<file path="config.mk">
export PLATFORM = sky130hd
export DESIGN_NAME = adapter_host_decode
export DESIGN_NICKNAME = d
export VERILOG_FILES = /design/src/logic/host_decode_pkg.sv /design/src/logic/data_port_file.sv /design/src/logic/adapter_host_decode.sv
export SDC_FILE = /design/constraint.sdc
export NUM_CORES = 1
export LEC_CHECK = 0
export ABC_AREA = 1
export BUFFER_PORTS_ARGS = -buffer_cell sky130_fd_sc_hd__buf_2
export CORE_UTILIZATION = 53
export CTS_BUF_LIST = sky130_fd_sc_hd__clkbuf_4 sky130_fd_sc_hd__clkbuf_8 sky130_fd_sc_hd__clkbuf_16
export DETAILED_ROUTE_END_ITERATION = 10
export PLACE_DENSITY_LB_ADDON = 0.12
export SLEW_MARGIN = 20
export SYNTH_ARGS = -nofsm -noshare
export SYNTH_HDL_FRONTEND = slang
export SYNTH_HIERARCHICAL = 1
export SYNTH_SLANG_ARGS = --single-unit
</file>
<file path="constraint.sdc">
create_clock -name core_clk -period 5.4 [get_ports core_clk]
set_input_delay 1.08 -clock core_clk [delete_from_list [all_inputs] [get_ports core_clk]]
set_output_delay 1.08 -clock core_clk [all_outputs]
set_load 0.01 [all_outputs]
</file>
<file path="src/logic/host_decode_pkg.sv">
`default_nettype none
package host_decode_pkg;

	// Gate-array register offsets above the jumper-chosen I/O base.
	localparam logic [15:0] OFS_PAGE_FIRST  = 16'h0400;
	localparam logic [15:0] OFS_PAGE_LAST   = 16'h0401;
	localparam logic [15:0] OFS_BURST_LEN   = 16'h0402;
	localparam logic [15:0] OFS_IO_BASE     = 16'h0403;
	localparam logic [15:0] OFS_ROM_BASE    = 16'h0404;
	localparam logic [15:0] OFS_ARRAY_CFG   = 16'h0405;
	localparam logic [15:0] OFS_CTRL        = 16'h0406;
	localparam logic [15:0] OFS_STATUS      = 16'h0407;
	localparam logic [15:0] OFS_IRQ_DMA     = 16'h0408;
	localparam logic [15:0] OFS_DMA_HIGH    = 16'h0409;
	localparam logic [15:0] OFS_DMA_LOW     = 16'h040a;
	localparam logic [15:0] OFS_VECTOR_2    = 16'h040b;
	localparam logic [15:0] OFS_VECTOR_1    = 16'h040c;
	localparam logic [15:0] OFS_VECTOR_0    = 16'h040d;
	localparam logic [15:0] OFS_PORT_LOW    = 16'h040e;
	localparam logic [15:0] OFS_PORT_HIGH   = 16'h040f;

	// Values after reset.
	localparam logic [7:0] RESET_ZERO       = 8'h00;
	localparam logic [7:0] RESET_CTRL       = 8'h0a;
	localparam logic [7:0] CTRL_IN_SRST     = 8'h0b;

	// Field positions.
	localparam int CTRL_SRST_BIT            = 0;
	localparam int CTRL_WIN_LO_BIT          = 2;
	localparam int CTRL_WIN_HI_BIT          = 3;
	localparam int CFG_RAM_MAP_BIT          = 3;
	localparam int CFG_BANK_HI              = 2;
	localparam int ROM_OPT_LO               = 4;
	localparam int ROM_TAIL_LO              = 1;
	localparam int MEM_WIN_LO               = 13;

	// Option bit n of the I/O base register selects IO_BASE_TABLE[n].
	localparam logic [7:0][15:0] IO_BASE_TABLE = {
		16'h0300, 16'h0310, 16'h0330, 16'h0350,
		16'h0250, 16'h0280, 16'h02a0, 16'h02e0};

	// Option bit 4+n of the boot PROM register selects ROM_BASE_TABLE[n].
	localparam logic [3:0][19:0] ROM_BASE_TABLE = {
		20'hd_c000, 20'hd_8000, 20'hc_c000, 20'hc_8000};

	// Synchroniser depth for the jumper pins.
	localparam int SYNC_STAGES              = 3;

	typedef struct packed {
		logic [15:0] addr;
		logic        rd;
		logic        wr;
		logic [7:0]  wdata;
	} io_req_type;

	typedef struct packed {
		logic [19:0] addr;
		logic        rd;
		logic        wr;
	} mem_req_type;

	typedef struct packed {
		logic [7:0] page_first;
		logic [7:0] page_last;
		logic [7:0] burst_len;
		logic [7:0] io_base;
		logic [7:0] rom_base;
		logic [7:0] array_cfg;
		logic [7:0] ctrl;
		logic [7:0] irq_dma;
		logic [7:0] dma_high;
		logic [7:0] dma_low;
		logic [7:0] vector_2;
		logic [7:0] vector_1;
		logic [7:0] vector_0;
	} regs_type;

	typedef struct packed {
		logic       lan_sel;
		logic       prom_sel;
		logic [4:0] prom_byte;
		logic [3:0] lan_reg;
		logic       rom_sel;
		logic       ram_sel;
		logic [15:0] local_addr;
	} decode_type;

endpackage
`default_nettype wire

</file>
<file path="src/logic/data_port_file.sv">
`timescale 1ns/100ps
`default_nettype none
module data_port_file #(
	parameter int DEPTH = 16
) (
	input  wire logic       core_clk,
	input  wire logic       clear_ptr,
	input  wire logic       port_rd,
	input  wire logic       port_wr,
	input  wire logic [7:0] wdata,
	output var  logic [7:0] rdata
);
	import host_decode_pkg::*;

	localparam int PW = $clog2(DEPTH);

	typedef struct packed {
		logic [DEPTH-1:0][7:0] mem;
		logic [PW-1:0]         ptr;
	} state_type;

	state_type q;
	state_type d;

	// Storage is never cleared, so residual data survives a reset.
	always_comb begin
		d = q;
		if (clear_ptr) begin
			d.ptr = '0;
		end else if (port_wr) begin
			d.mem[q.ptr] = wdata;
			d.ptr = q.ptr + PW'(1);
		end else if (port_rd) begin
			d.ptr = q.ptr + PW'(1);
		end
	end

	assign rdata = q.mem[q.ptr];

	always_ff @(posedge core_clk) begin
		q <= d;
	end

endmodule
`default_nettype wire

</file>
<file path="src/logic/adapter_host_decode.sv">
`timescale 1ns/100ps
`default_nettype none
module adapter_host_decode #(
	parameter logic [2:0] REVISION_CODE = 3'h5,
	parameter int         PORT_DEPTH    = 16
) (
	input  wire logic                         core_clk,
	input  wire logic                         resetn,
	input  wire host_decode_pkg::io_req_type  io_req,
	input  wire host_decode_pkg::mem_req_type mem_req,
	input  wire logic [7:0]                   io_base_jumper,
	input  wire logic [3:0]                   memory_base_jumper,
	output var  logic [7:0]                   io_rdata,
	output var  logic                         io_rdata_valid,
	output var  logic [7:0]                   mem_rdata,
	output var  logic                         mem_rdata_valid,
	output var  host_decode_pkg::decode_type  decode,
	output var  host_decode_pkg::regs_type    regs,
	output var  logic                         soft_reset
);
	import host_decode_pkg::*;

	localparam int JW = 12;

	typedef struct packed {
		logic [SYNC_STAGES-1:0][JW-1:0] jumper_sync;
		regs_type                       regs;
		decode_type                     dec;
		logic [7:0]                     io_rdata;
		logic                           io_rvalid;
		logic [7:0]                     mem_rdata;
		logic                           mem_rvalid;
	} state_type;

	state_type  q;
	state_type  d;
	logic [7:0] port_rdata;
	logic       port_rd;
	logic       port_wr;
	logic       port_clear;

	function automatic logic [15:0] io_base_of(input logic [7:0] opt);
		logic [15:0] base;
		base = 16'h0000;
		for (int i = 0; i < 8; i++) begin
			if (opt[i]) begin
				base = IO_BASE_TABLE[i];
			end
		end
		return base;
	endfunction

	function automatic logic [19:0] rom_base_of(input logic [3:0] opt);
		logic [19:0] base;
		base = 20'h0_0000;
		for (int i = 0; i < 4; i++) begin
			if (opt[i]) begin
				base = ROM_BASE_TABLE[i];
			end
		end
		return base;
	endfunction

	// Everything except the two jumper registers and the control register returns to its reset value; control takes ctrl.
	function automatic regs_type cleared(input regs_type r, input logic [7:0] ctrl);
		regs_type c;
		c = '{default: RESET_ZERO};
		c.io_base  = r.io_base;
		c.rom_base = r.rom_base;
		c.ctrl     = ctrl;
		return c;
	endfunction

	logic [15:0] io_base;
	logic [19:0] rom_base;
	logic        io_base_ok;
	logic        rom_base_ok;
	logic        ga_hit;
	logic        win_hit;
	logic        mem_hit;
	logic        srst_q;
	logic [15:0] ga_ofs;
	logic [19:0] vector;

	always_comb begin
		d = q;
		d.io_rvalid  = 1'b0;
		d.mem_rvalid = 1'b0;
		d.dec.lan_sel  = 1'b0;
		d.dec.prom_sel = 1'b0;
		d.dec.rom_sel  = 1'b0;
		d.dec.ram_sel  = 1'b0;
		port_rd    = 1'b0;
		port_wr    = 1'b0;
		port_clear = 1'b0;

		// The first stage feeds only the second; the jumper value is taken once
		// the second and third stages agree.
		d.jumper_sync[0] = {memory_base_jumper, io_base_jumper};
		for (int s = 1; s < SYNC_STAGES; s++) begin
			d.jumper_sync[s] = q.jumper_sync[s-1];
		end

		srst_q      = q.regs.ctrl[CTRL_SRST_BIT];
		io_base     = io_base_of(q.regs.io_base);
		io_base_ok  = |q.regs.io_base;
		rom_base    = rom_base_of(q.regs.rom_base[7:ROM_OPT_LO]);
		rom_base_ok = |q.regs.rom_base[7:ROM_OPT_LO];
		ga_ofs      = io_req.addr - io_base;
		// Full 16-bit compare so partial decoders elsewhere cannot alias us.
		ga_hit  = io_base_ok && (io_req.addr[15:4] == ga_ofs[15:4] + io_base[15:4])
			&& (ga_ofs[15:4] == OFS_PAGE_FIRST[15:4]);
		win_hit = io_base_ok && (io_req.addr[15:4] == io_base[15:4]);
		mem_hit = rom_base_ok
			&& (mem_req.addr[19:MEM_WIN_LO] == rom_base[19:MEM_WIN_LO]);
		vector  = {q.regs.vector_2[3:0], q.regs.vector_1, q.regs.vector_0};

		if (!resetn) begin
			// Power-on reset also reloads the jumper registers.
			d.regs = cleared(q.regs, RESET_CTRL);
			if (q.jumper_sync[1] == q.jumper_sync[2]) begin
				d.regs.io_base  = q.jumper_sync[2][7:0];
				d.regs.rom_base = {q.jumper_sync[2][11:8], 4'h0};
			end
			d.io_rdata  = RESET_ZERO;
			d.mem_rdata = RESET_ZERO;
			d.dec       = '0;
			port_clear  = 1'b1;
		end else begin
			// Register reads stay available during software reset.
			if (io_req.rd && ga_hit) begin
				d.io_rvalid = 1'b1;
				case (ga_ofs)
					OFS_PAGE_FIRST: d.io_rdata = q.regs.page_first;
					OFS_PAGE_LAST:  d.io_rdata = q.regs.page_last;
					OFS_BURST_LEN:  d.io_rdata = q.regs.burst_len;
					OFS_IO_BASE:    d.io_rdata = q.regs.io_base;
					OFS_ROM_BASE:   d.io_rdata = q.regs.rom_base;
					OFS_ARRAY_CFG:  d.io_rdata = q.regs.array_cfg;
					OFS_CTRL:       d.io_rdata = q.regs.ctrl;
					OFS_STATUS:     d.io_rdata = {5'h00, REVISION_CODE};
					OFS_IRQ_DMA:    d.io_rdata = q.regs.irq_dma;
					OFS_DMA_HIGH:   d.io_rdata = q.regs.dma_high;
					OFS_DMA_LOW:    d.io_rdata = q.regs.dma_low;
					OFS_VECTOR_2:   d.io_rdata = q.regs.vector_2;
					OFS_VECTOR_1:   d.io_rdata = q.regs.vector_1;
					OFS_VECTOR_0:   d.io_rdata = q.regs.vector_0;
					OFS_PORT_LOW, OFS_PORT_HIGH: begin
						d.io_rdata = port_rdata;
						port_rd    = !srst_q;
					end
					default:        d.io_rdata = RESET_ZERO;
				endcase
			end

			if (io_req.wr && ga_hit) begin
				if (ga_ofs == OFS_CTRL) begin
					if (srst_q) begin
						// Leaving reset ignores the other bits written with it.
						d.regs.ctrl = io_req.wdata[CTRL_SRST_BIT]
							? CTRL_IN_SRST : RESET_CTRL;
					end else if (io_req.wdata[CTRL_SRST_BIT]) begin
						d.regs.ctrl = CTRL_IN_SRST;
					end else begin
						d.regs.ctrl = io_req.wdata;
					end
				end else if (!srst_q) begin
					case (ga_ofs)
						OFS_PAGE_FIRST: d.regs.page_first = io_req.wdata;
						OFS_PAGE_LAST:  d.regs.page_last  = io_req.wdata;
						OFS_BURST_LEN:  d.regs.burst_len  = io_req.wdata;
						OFS_ARRAY_CFG:  d.regs.array_cfg  = io_req.wdata;
						OFS_IRQ_DMA:    d.regs.irq_dma    = io_req.wdata;
						OFS_DMA_HIGH:   d.regs.dma_high   = io_req.wdata;
						OFS_DMA_LOW:    d.regs.dma_low    = io_req.wdata;
						OFS_VECTOR_2:   d.regs.vector_2   = io_req.wdata;
						OFS_VECTOR_1:   d.regs.vector_1   = io_req.wdata;
						OFS_VECTOR_0:   d.regs.vector_0   = io_req.wdata;
						OFS_PORT_LOW, OFS_PORT_HIGH: port_wr = 1'b1;
						default: ; // Jumper and status registers ignore writes.
					endcase
				end
			end

			// While software reset holds, the base window and memory decode are
			// silent so that no access reaches the outside.
			if (!srst_q && win_hit && (io_req.rd || io_req.wr)) begin
				d.dec.lan_reg = io_req.addr[3:0];
				case (q.regs.ctrl[CTRL_WIN_HI_BIT:CTRL_WIN_LO_BIT])
					2'b00: d.dec.lan_sel = 1'b1;
					2'b01: begin
						d.dec.prom_sel  = 1'b1;
						d.dec.prom_byte = {1'b0, io_req.addr[3:0]};
					end
					2'b10: begin
						d.dec.prom_sel  = 1'b1;
						d.dec.prom_byte = {1'b1, io_req.addr[3:0]};
					end
					default: ;
				endcase
			end

			if (!srst_q && mem_hit) begin
				if (q.regs.array_cfg[CFG_RAM_MAP_BIT]) begin
					// Bank bits supply A15..A13; bank 1 gives 2000h-3FFFh.
					d.dec.ram_sel    = mem_req.rd || mem_req.wr;
					d.dec.local_addr = {q.regs.array_cfg[CFG_BANK_HI:0],
						mem_req.addr[MEM_WIN_LO-1:0]};
				end else if (mem_req.rd) begin
					if (&mem_req.addr[MEM_WIN_LO-1:ROM_TAIL_LO]) begin
						d.mem_rdata  = q.regs.io_base;
						d.mem_rvalid = 1'b1;
					end else begin
						d.dec.rom_sel    = 1'b1;
						d.dec.local_addr = {3'h0, mem_req.addr[MEM_WIN_LO-1:0]};
					end
				end
			end

			if (!srst_q && mem_req.rd && (mem_req.addr == vector)) begin
				d.regs.array_cfg[CFG_RAM_MAP_BIT] = 1'b0;
			end

			// A pending or held software reset overrides every other register
			// and data port update made in this cycle.
			if (d.regs.ctrl[CTRL_SRST_BIT]) begin
				d.regs     = cleared(q.regs, CTRL_IN_SRST);
				port_clear = 1'b1;
				port_wr    = 1'b0;
				port_rd    = 1'b0;
			end
		end
	end

	data_port_file #(
		.DEPTH(PORT_DEPTH)
	) u_port (
		.core_clk  (core_clk),
		.clear_ptr (port_clear),
		.port_rd   (port_rd),
		.port_wr   (port_wr),
		.wdata     (io_req.wdata),
		.rdata     (port_rdata)
	);

	always_ff @(posedge core_clk) begin
		q <= d;
	end

	assign io_rdata        = q.io_rdata;
	assign io_rdata_valid  = q.io_rvalid;
	assign mem_rdata       = q.mem_rdata;
	assign mem_rdata_valid = q.mem_rvalid;
	assign decode          = q.dec;
	assign regs            = q.regs;
	assign soft_reset      = q.regs.ctrl[CTRL_SRST_BIT];

endmodule
`default_nettype wire

</file>
==> flow_metrics.tcl, run 1 <==
set metrics [dict create \
    outcome "complete, no violations" \
    cts_buffer_depth 3 \
    post-route-util_pct 59.7 \
    numCtsBuffers 35 \
    start_kind "flip-flop" \
    maxCapViolations 0 \
    p_clk_share_pct 46.8 \
    areaGrowthSynthToFinish_pct 10.5 \
    relSlewSlack_pct 31.4 \
    required_ns 5.64 \
    viasPerCell 5.31 \
    synth_edf_count 140 \
    cts_sinks 315 \
    die_h_um 179 \
    multiInputGateArea_um2 6300 \
    grt_max_degree 68 \
    endpoint_kind "flip-flop" \
    sw_frac_of_total_pct 22.2 \
    drive_gt1_share_pct 17.4 \
    yosys_warnings 6 \
    drt_wl_total_um 46500 \
    io_pins 214 \
    worst_path_largest_cell_delay_ns 0.44 \
    port_buffers 209 \
    rows 64 \
    placedCellCount 2574 \
    cp_slowest_cell "edfxtp_1" \
    pwr-share-seq_pct 48.4 \
    initial_utilization_pct 54.0 \
    crit_top_cell "nand2_1" \
    die_area_um2 31900 \
    final_cell_mix "nand2_1, inv_1, buf_2" \
    slew_violations 0 \
    first_global_vias 13109 \
    nFillCells 2817 \
    ys.flop_type "dfxtp_1" \
    wl_per_cell_um 17.6 \
    drt_drc_violations_left 0 \
    critPathKind "reg -> reg" \
    powerDensity_nw_per_um2 283 \
    ant_nets 0 \
    synthArstFlopShare_pct 0 \
    leakagePower_uw 0.00872 \
    max-vdd-ir-drop_mv 0.250 \
    final_nets 2305 \
    period_minus_slack_ns 4.91 \
    crit_path_max_fanout 6 \
    instances_no_fill 2645 \
    finalHoldViolations 0 \
    place_congestion 0.927 \
    grt_usage_pct 29.1 \
    p_comb_share_pct 4.9 \
    synth_top_cell_by_area "edfxtp_1" \
    dr.pass1.iters 5 \
    grt_pass1_wl_um 70900 \
    tns_ns 0 \
    final_common_cell "nand2_1" \
    vias 14054 \
    intPower_uw 4030 \
    clk_latency_ns 0.52 \
    arrival_ns 5.15 \
    root_buffer "clkbuf_16" \
    grt_overflow 0 \
    worstMarginPinSlew_ns 1.02 \
    final.period_utilization_pct 91.0 \
    synth.top_cells.by_area "edfxtp_1, dfxtp_1, nand2_1" \
    register_area_um2 7710 \
    ys_types 49 \
    max_freq_ghz 0.204 \
    drt-initial-drc-count 1167 \
    clk_pin_slew_ns 0.06 \
    cts.htree.levels 2 \
    antenna_found_initial 4 \
    setup_viol 0 \
    core_area_um2 30700 \
    postSynthAreaPerCell_um2 7.79 \
    synth_top_area_share_pct 25.4 \
    hold_path_class "reg -> reg" \
    grt_setup_unrepaired "false" \
    cts_tree "yes" \
    die_w_um 179 \
    p_sw_uw 1150 \
    ys_seq_elements 315 \
    ys_seq_area_share_pct 46.6 \
    syn_area_um2 16600 \
    final.setup_skew_ns 0.0223 \
    synth_cells 2126 \
    place_hpwl_um 33500 \
]
[Yosys cell counts (3+ instances only)]
cell type	count
nor3_1	15
o21ai_2	6
buf_4	150
o21ai_1	3
nor2_4	4
xor2_1	11
a2111oi_0	3
nand4_1	80
buf_6	15
clkbuf_1	24
and2_1	3
nand3_1	151
nor2_2	6
a21oi_1	105
nor2_1	195
buf_2	25
nand3_4	6
o21ai_0	29
inv_1	284
nand3b_1	5
inv_2	9
xnor2_1	10
a221oi_1	3
o2111ai_1	9
nand2_2	6
nor3_2	6
o21bai_1	4
nand2_1	592
dfxtp_1	175
o22ai_1	5
ha_1	22
nor4_1	6
edfxtp_1	140
[layout make-up]
class	instances	area share (%)
flip-flops and latches	315	42.1
multi-input cells	1304	34.4
repair buffers	269	8.18
inverters	294	6.05
clock buffers	47	5.48
well taps	396	2.71
clock inverters	17	0.978
diodes	3	0.0410
[what timing repair did]
item,CTS,global route
setup buffers,0,4
gates resized for setup,0,9
endpoints found under the setup margin,0,131
hold buffers,0,0
[logic make-up (layout without fill, tap and decap cells)]
| kind of cell | Yosys count | in the layout | synth area share, % |
|---|---|---|---|
| and+or+nand+nor | 1083 | 1083 | 28.7 |
| buffers and inverters | 510 | 627 | 15.9 |
| other | 1 | 7 | 0.0227 |
| AOI/OAI and AO/OA | 172 | 172 | 5.87 |
| xor gates and xnor gates | 21 | 21 | 1.11 |
| DFF | 315 | 315 | 46.6 |
| adders and majority gates | 24 | 24 | 1.90 |
[power by group through the flow]
| stage | Sequential [uW] | Clock, uW | Combinational (uW) |
|---|---|---|---|
| 3_3_place_gp | 2560 | 0 | 244 |
| 6_report | 2510 | 2420 | 252 |
| 4_1_cts | 2510 | 2450 | 249 |
| 3_5_place_dp | 2560 | 0 | 248 |
| 2_1_floorplan | 2560 | 0 | 150 |
| 5_1_grt | 2510 | 2550 | 279 |
[critical path, delay by kind of cell (launching register included)]
family | cells | cell delay (ns)
and+or+nand+nor | 20 | 2.46
adders and majority gates | 2 | 0.77
buffers and inverters | 5 | 0.58
DFF | 1 | 0.44
AOI/OAI and AO/OA | 1 | 0.23
xor gates and xnor gates | 1 | 0.15
[sequential cells by signal (all words and copies together) (netlist names)]
register and flops:
mem_rdata 8, u_port/q 132, decode 29, mem_rdata_valid 1, regs 100, io_rdata 8
d 24, q 12, io_rdata_valid 1
[stage by stage]
stage	area, um^2	hold WS [ns]	total power (uW)	setup slack, ns
2_1_floorplan	16600	0.310	2710	0.167
3_3_place_gp	17000	0.310	2800	0.144
3_5_place_dp	17000	0.312	2810	0.134
4_1_cts	18200	0.320	5210	0.327
5_1_grt	18300	0.333	5340	0.0194
6_report	18300	0.325	5180	0.488
[per-layer routing]
metal | wire, um | vias to the layer above | track usage [%]
met5 | 13 | - | 0
met4 | 1560 | 2 | 11.0
met3 | 3960 | 103 | 6.32
met2 | 21300 | 545 | 46.8
met1 | 19600 | 6555 | 38.3
li1 | - | 6849 | -
[worst paths after layout]
path / startpoint / endpoint / slack (ns) / cells past startpoint
max: regs[78] / u_port/q[18] / 0.49 / 29
min: d[164] / d[176] / 0.32 / 0
max reg2reg: regs[78] / u_port/q[18] / 0.49 / 29
min reg2reg: d[164] / d[176] / 0.32 / 0
Note: power is estimated with default switching activity, not from simulation.
==> run 2, diff against run 1 <==
Settings changed: PLACE_DENSITY_LB_ADDON 0.12 to 0.3, RECOVER_POWER set to 50.
==> run 2 against run 1 <==
Compared with the run above:
- die area stayed put
- worst hold slack barely moved
- core utilization fell by 0.92 points
- largest cell class unchanged
- highest routed layer is now met4
==> flow_metrics.tcl, run 2 (same netlist as run 1, synthesis figures left out) <==
set metrics [dict create \
    grt_max_degree 68 \
    final.setup_skew_ns 0.00942 \
    rows 64 \
    leakagePower_uw 0.00810 \
    endpoint_kind "flip-flop" \
    start_kind "flip-flop" \
    worst_path_largest_cell_delay_ns 0.49 \
    viasPerCell 5.35 \
    powerDensity_nw_per_um2 286 \
    holdPathStages 0 \
    io_pins 214 \
    tns_ns 0 \
    ant_nets 0 \
    reg2reg_depth 28 \
    whs_ns 0.325 \
    place_hpwl_um 33300 \
    maxCapViolations 0 \
    cp_slowest_cell "edfxtp_1" \
    cts.htree.levels 2 \
    final_cell_mix "nand2_1, inv_1, nor2_1" \
    drt-initial-drc-count 1263 \
    hold_path_class "reg -> reg" \
    initial_utilization_pct 54.0 \
    crit_path_max_fanout 8 \
    dr.pass1.iters 6 \
    final_nets 2296 \
    cts_buffer_depth 3 \
    first_global_vias 13095 \
    outcome "complete, no violations" \
    vias 14100 \
    clk_latency_ns 0.51 \
    clk_pin_slew_ns 0.06 \
    drt_wl_total_um 46400 \
    die_h_um 179 \
    grt_overflow 0 \
    critPathKind "reg -> reg" \
    core_area_um2 30700 \
    largest_register_ffs 132 \
    worstMarginPinSlew_ns 1.41 \
    arrival_ns 5.13 \
    setup_viol 0 \
    root_buffer "clkbuf_16" \
    cts_tree "yes" \
    relSlewSlack_pct 6.05 \
    regMostFlops "u_port/q" \
    port_buffers 209 \
    max_freq_ghz 0.204 \
    hold_buffers 0 \
    numCtsBuffers 34 \
    drive_gt1_share_pct 10.9 \
    final_common_cell "nand2_1" \
    slew_violations 0 \
    finalHoldViolations 0 \
    wl_per_cell_um 17.6 \
    post-route-util_pct 58.7 \
    drt_drc_violations_left 0 \
    die_area_um2 31900 \
    cts_sinks 315 \
    crit_top_cell "nand2_1" \
    grt_usage_pct 28.8 \
    final.period_utilization_pct 90.9 \
    place_congestion 0.914 \
    period_minus_slack_ns 4.91 \
    max-vdd-ir-drop_mv 0.204 \
    grt_setup_unrepaired "false" \
    grt_pass1_wl_um 70600 \
    areaGrowthSynthToFinish_pct 8.84 \
    required_ns 5.62 \
    antenna_found_initial 5 \
    die_w_um 179 \
]
==> run 2: worst max-delay path, delay by kind of cell, from the launching register on <==
kind | cells | cell delay [ns]
AND/OR/NAND/NOR | 20 | 2.41
AO/OA/AOI/OAI | 1 | 0.28
flip-flops | 1 | 0.49
buffers and inverters | 4 | 0.50
XOR/XNOR | 1 | 0.18
adder cells (fa/ha/maj) | 2 | 0.76
==> run 2: path summary, 6_finish.rpt <==
path / start / endpoint / slack (ns)
worst max register to register: regs[77] / u_port/q[12] / 0.49
worst min register to register: d[164] / d[176] / 0.32
worst min-delay path: d[164] / d[176] / 0.32
worst max-delay path: regs[77] / u_port/q[12] / 0.49
==> run 2: layout make-up <==
| class | instances | area, um^2 |
|---|---|---|
| Clock inverter | 12 | 173 |
| Multi-Input combinational cell | 1304 | 6270 |
| Clock buffer | 48 | 973 |
| Sequential cell | 315 | 7710 |
| Fill cell | 2843 | 12700 |
| Inverter | 294 | 1110 |
| Timing Repair Buffer | 261 | 1270 |
| Tap cell | 396 | 495 |
| Antenna cell | 5 | 12.5 |
==> run 2: metrics by stage <==
| stage | setup slack, ns | total power, uW | std cells | area, um^2 |
|---|---|---|---|---|
| after floorplan | 0.167 | 2710 | 2129 | 16600 |
| after global placement | 0.141 | 2800 | 2570 | 17000 |
| after detailed placement | 0.0476 | 2810 | 2570 | 17000 |
| after CTS | 0.316 | 5170 | 2630 | 18100 |
| after global routing | 0.0121 | 5300 | 2632 | 18000 |
| final | 0.490 | 5150 | 2635 | 18000 |
==> run 2: repair_timing <==
item / CTS / global route
setup endpoints to repair: 0 / 128
buffers inserted: 0 / 0
gates resized for setup: 0 / 4
==> run 2: report_power, final <==
part / switching [uW] / total (uW) / internal (uW)
sequential: 6.48 / 2510 / 2500
clock: 937 / 2390 / 1460
combinational: 180 / 251 / 70.4
total: 1120 / 5150 / 4030
==> run 2: layer usage <==
layer | vias to the layer above | GRT usage [%] | wire length, um
met5 | - | 0 | 0
li1 | 6845 | - | -
met4 | 0 | 10.8 | 1510
met3 | 97 | 5.49 | 3660
met2 | 598 | 47.7 | 21700
met1 | 6560 | 37.4 | 19400
==> run 3, diff against run 2 <==
Settings changed: CELL_PAD_IN_SITES_DETAIL_PLACEMENT set to 0, CELL_PAD_IN_SITES_GLOBAL_PLACEMENT set to 1, CORE_UTILIZATION 53 to 39.
==> run 3 against run 2 <==
Compared with the run above:
- routed wire length grew 8.4%
- non-clock buffer count grew 8
- worst hold slack lost 0.0030 ns
- die area grew 35%
- fmax shrank 0.27%
- critical path depth grew 3
- via count shrank 2.5%
- the run now ends with capacitance limit, slew limit left
==> flow_metrics.tcl, run 3 (same netlist as run 1, synthesis figures left out) <==
set metrics [dict create \
    final.setup_skew_ns 0.0176 \
    startpoint "regs[78]" \
    period_minus_slack_ns 4.92 \
    required_ns 5.64 \
    port_buffers 209 \
    cts_sinks 315 \
    violations "capacitance limit, slew limit" \
    rows 75 \
    dr.pass1.iters 5 \
    maxCapViolations 2 \
    final_nets 2307 \
    clk_latency_ns 0.54 \
    endpoint_kind "flip-flop" \
    worstMarginPinSlew_ns 2.96 \
    grt_usage_pct 23.1 \
    io_pins 214 \
    die_h_um 208 \
    tns_ns 0 \
    drt-initial-drc-count 923 \
    core_area_um2 41900 \
    path_delay_family "simple AND/OR/NAND/NOR gates" \
    final.period_utilization_pct 91.2 \
    nFillCells 4280 \
    outcome "complete, but fails checks" \
    max-vdd-ir-drop_mv 0.201 \
    initial_utilization_pct 39.5 \
    hold_path_class "reg -> reg" \
    start_kind "flip-flop" \
    first_global_vias 13155 \
    setup_viol 0 \
    grt_overflow 0 \
    cts.htree.levels 2 \
    powerDensity_nw_per_um2 291 \
    areaGrowthSynthToFinish_pct 10.9 \
    numCtsBuffers 37 \
    ant_nets 0 \
    antenna_found_initial 4 \
    largest_register_ffs 132 \
    reg2reg_from "regs[78]" \
    die_w_um 208 \
    min-delay-start "d[174]" \
    register_area_um2 7710 \
    regMostFlops "u_port/q" \
    placedCellCount 2720 \
    final_cell_mix "nand2_1, inv_1, nor2_1" \
    crit_path_max_fanout 8 \
    cts_tree "yes" \
    place_hpwl_um 36300 \
    crit_top_cell "nand2_1" \
    drt_drc_violations_left 0 \
    die_area_um2 43300 \
    arrival_ns 5.16 \
    relSlewSlack_pct -97.3 \
    crit_buf_inv 7 \
    clk_pin_slew_ns 0.06 \
    drive_gt1_share_pct 12.2 \
    max_freq_ghz 0.203 \
    critPathKind "reg -> reg" \
    whs_ns 0.322 \
    grt_max_degree 68 \
    slew_violations 84 \
    viasPerCell 4.93 \
    place_congestion 0.864 \
    drt_wl_total_um 50300 \
    wl_per_cell_um 18.0 \
    finalHoldViolations 0 \
    instances_no_fill 2789 \
    final_common_cell "nand2_1" \
    root_buffer "clkbuf_16" \
    cp_slowest_cell "edfxtp_1" \
    hold_buffers 0 \
    multiInputGateArea_um2 6260 \
    cts_buffer_depth 3 \
    worst_path_largest_cell_delay_ns 0.47 \
    leakagePower_uw 0.00826 \
    vias 13748 \
    grt_pass1_wl_um 76700 \
]
[run 3: changes by cell type in the layout (fill, tap and decap cells not counted), moves of 4 or more]
| cell | before | now |
|---|---|---|
| buf_2 | 81 | 101 |
| buf_4 | 51 | 57 |
| clkbuf_1 | 129 | 111 |
| clkbuf_4 | 13 | 6 |
| clkbuf_8 | 0 | 4 |
[run 3: what timing repair did]
| action | in CTS | in global routing |
|---|---|---|
| resized for setup | 0 | 6 |
| endpoints found under the setup margin | 0 | 128 |
| setup buffers | 0 | 1 |
[run 3: layer usage]
layer	routed length, um	track usage, %
met5	8	0
met4	1170	6.56
met3	3310	5.10
met2	22900	37.3
met1	22800	31.0
[run 3: where the power goes]
group / switching (uW) / internal [uW] / total [uW]
Sequential: 6.82 / 2500 / 2510
Clock: 999 / 1580 / 2580
Combinational: 182 / 74.8 / 257
[run 3: through the flow]
step                instance area [um^2]  util [%]  setup slack [ns]  power (uW)
floorplan                          16600         -             0.167        2710
global placement                   17200      41.1            0.0906        2820
detailed placement                 17200      41.1            0.0371        2820
CTS                                18500      44.0             0.304        5400
global route                       18400      43.7           -0.0126        5520
finish                             18400      43.8             0.477        5350
[run 3: path summary, 6_finish.rpt]
| kind | end | slack (ns) | cells past startpoint |
|---|---|---|---|
| setup / recovery | u_port/q[58] | 0.48 | 31 |
| hold / removal | d[186] | 0.32 | 0 |
| setup reg to reg | u_port/q[58] | 0.48 | 31 |
| hold reg to reg | d[186] | 0.32 | 0 |
[run 3: final cells by class]
class	instances	share of cell area (%)
diodes	3	0.0409
well taps	539	3.67
multi-input cells	1304	34.1
repair buffers	269	7.35
clock buffers	47	5.59
flip-flops and latches	315	42.0
inverters	294	6.03
clock inverters	18	1.21
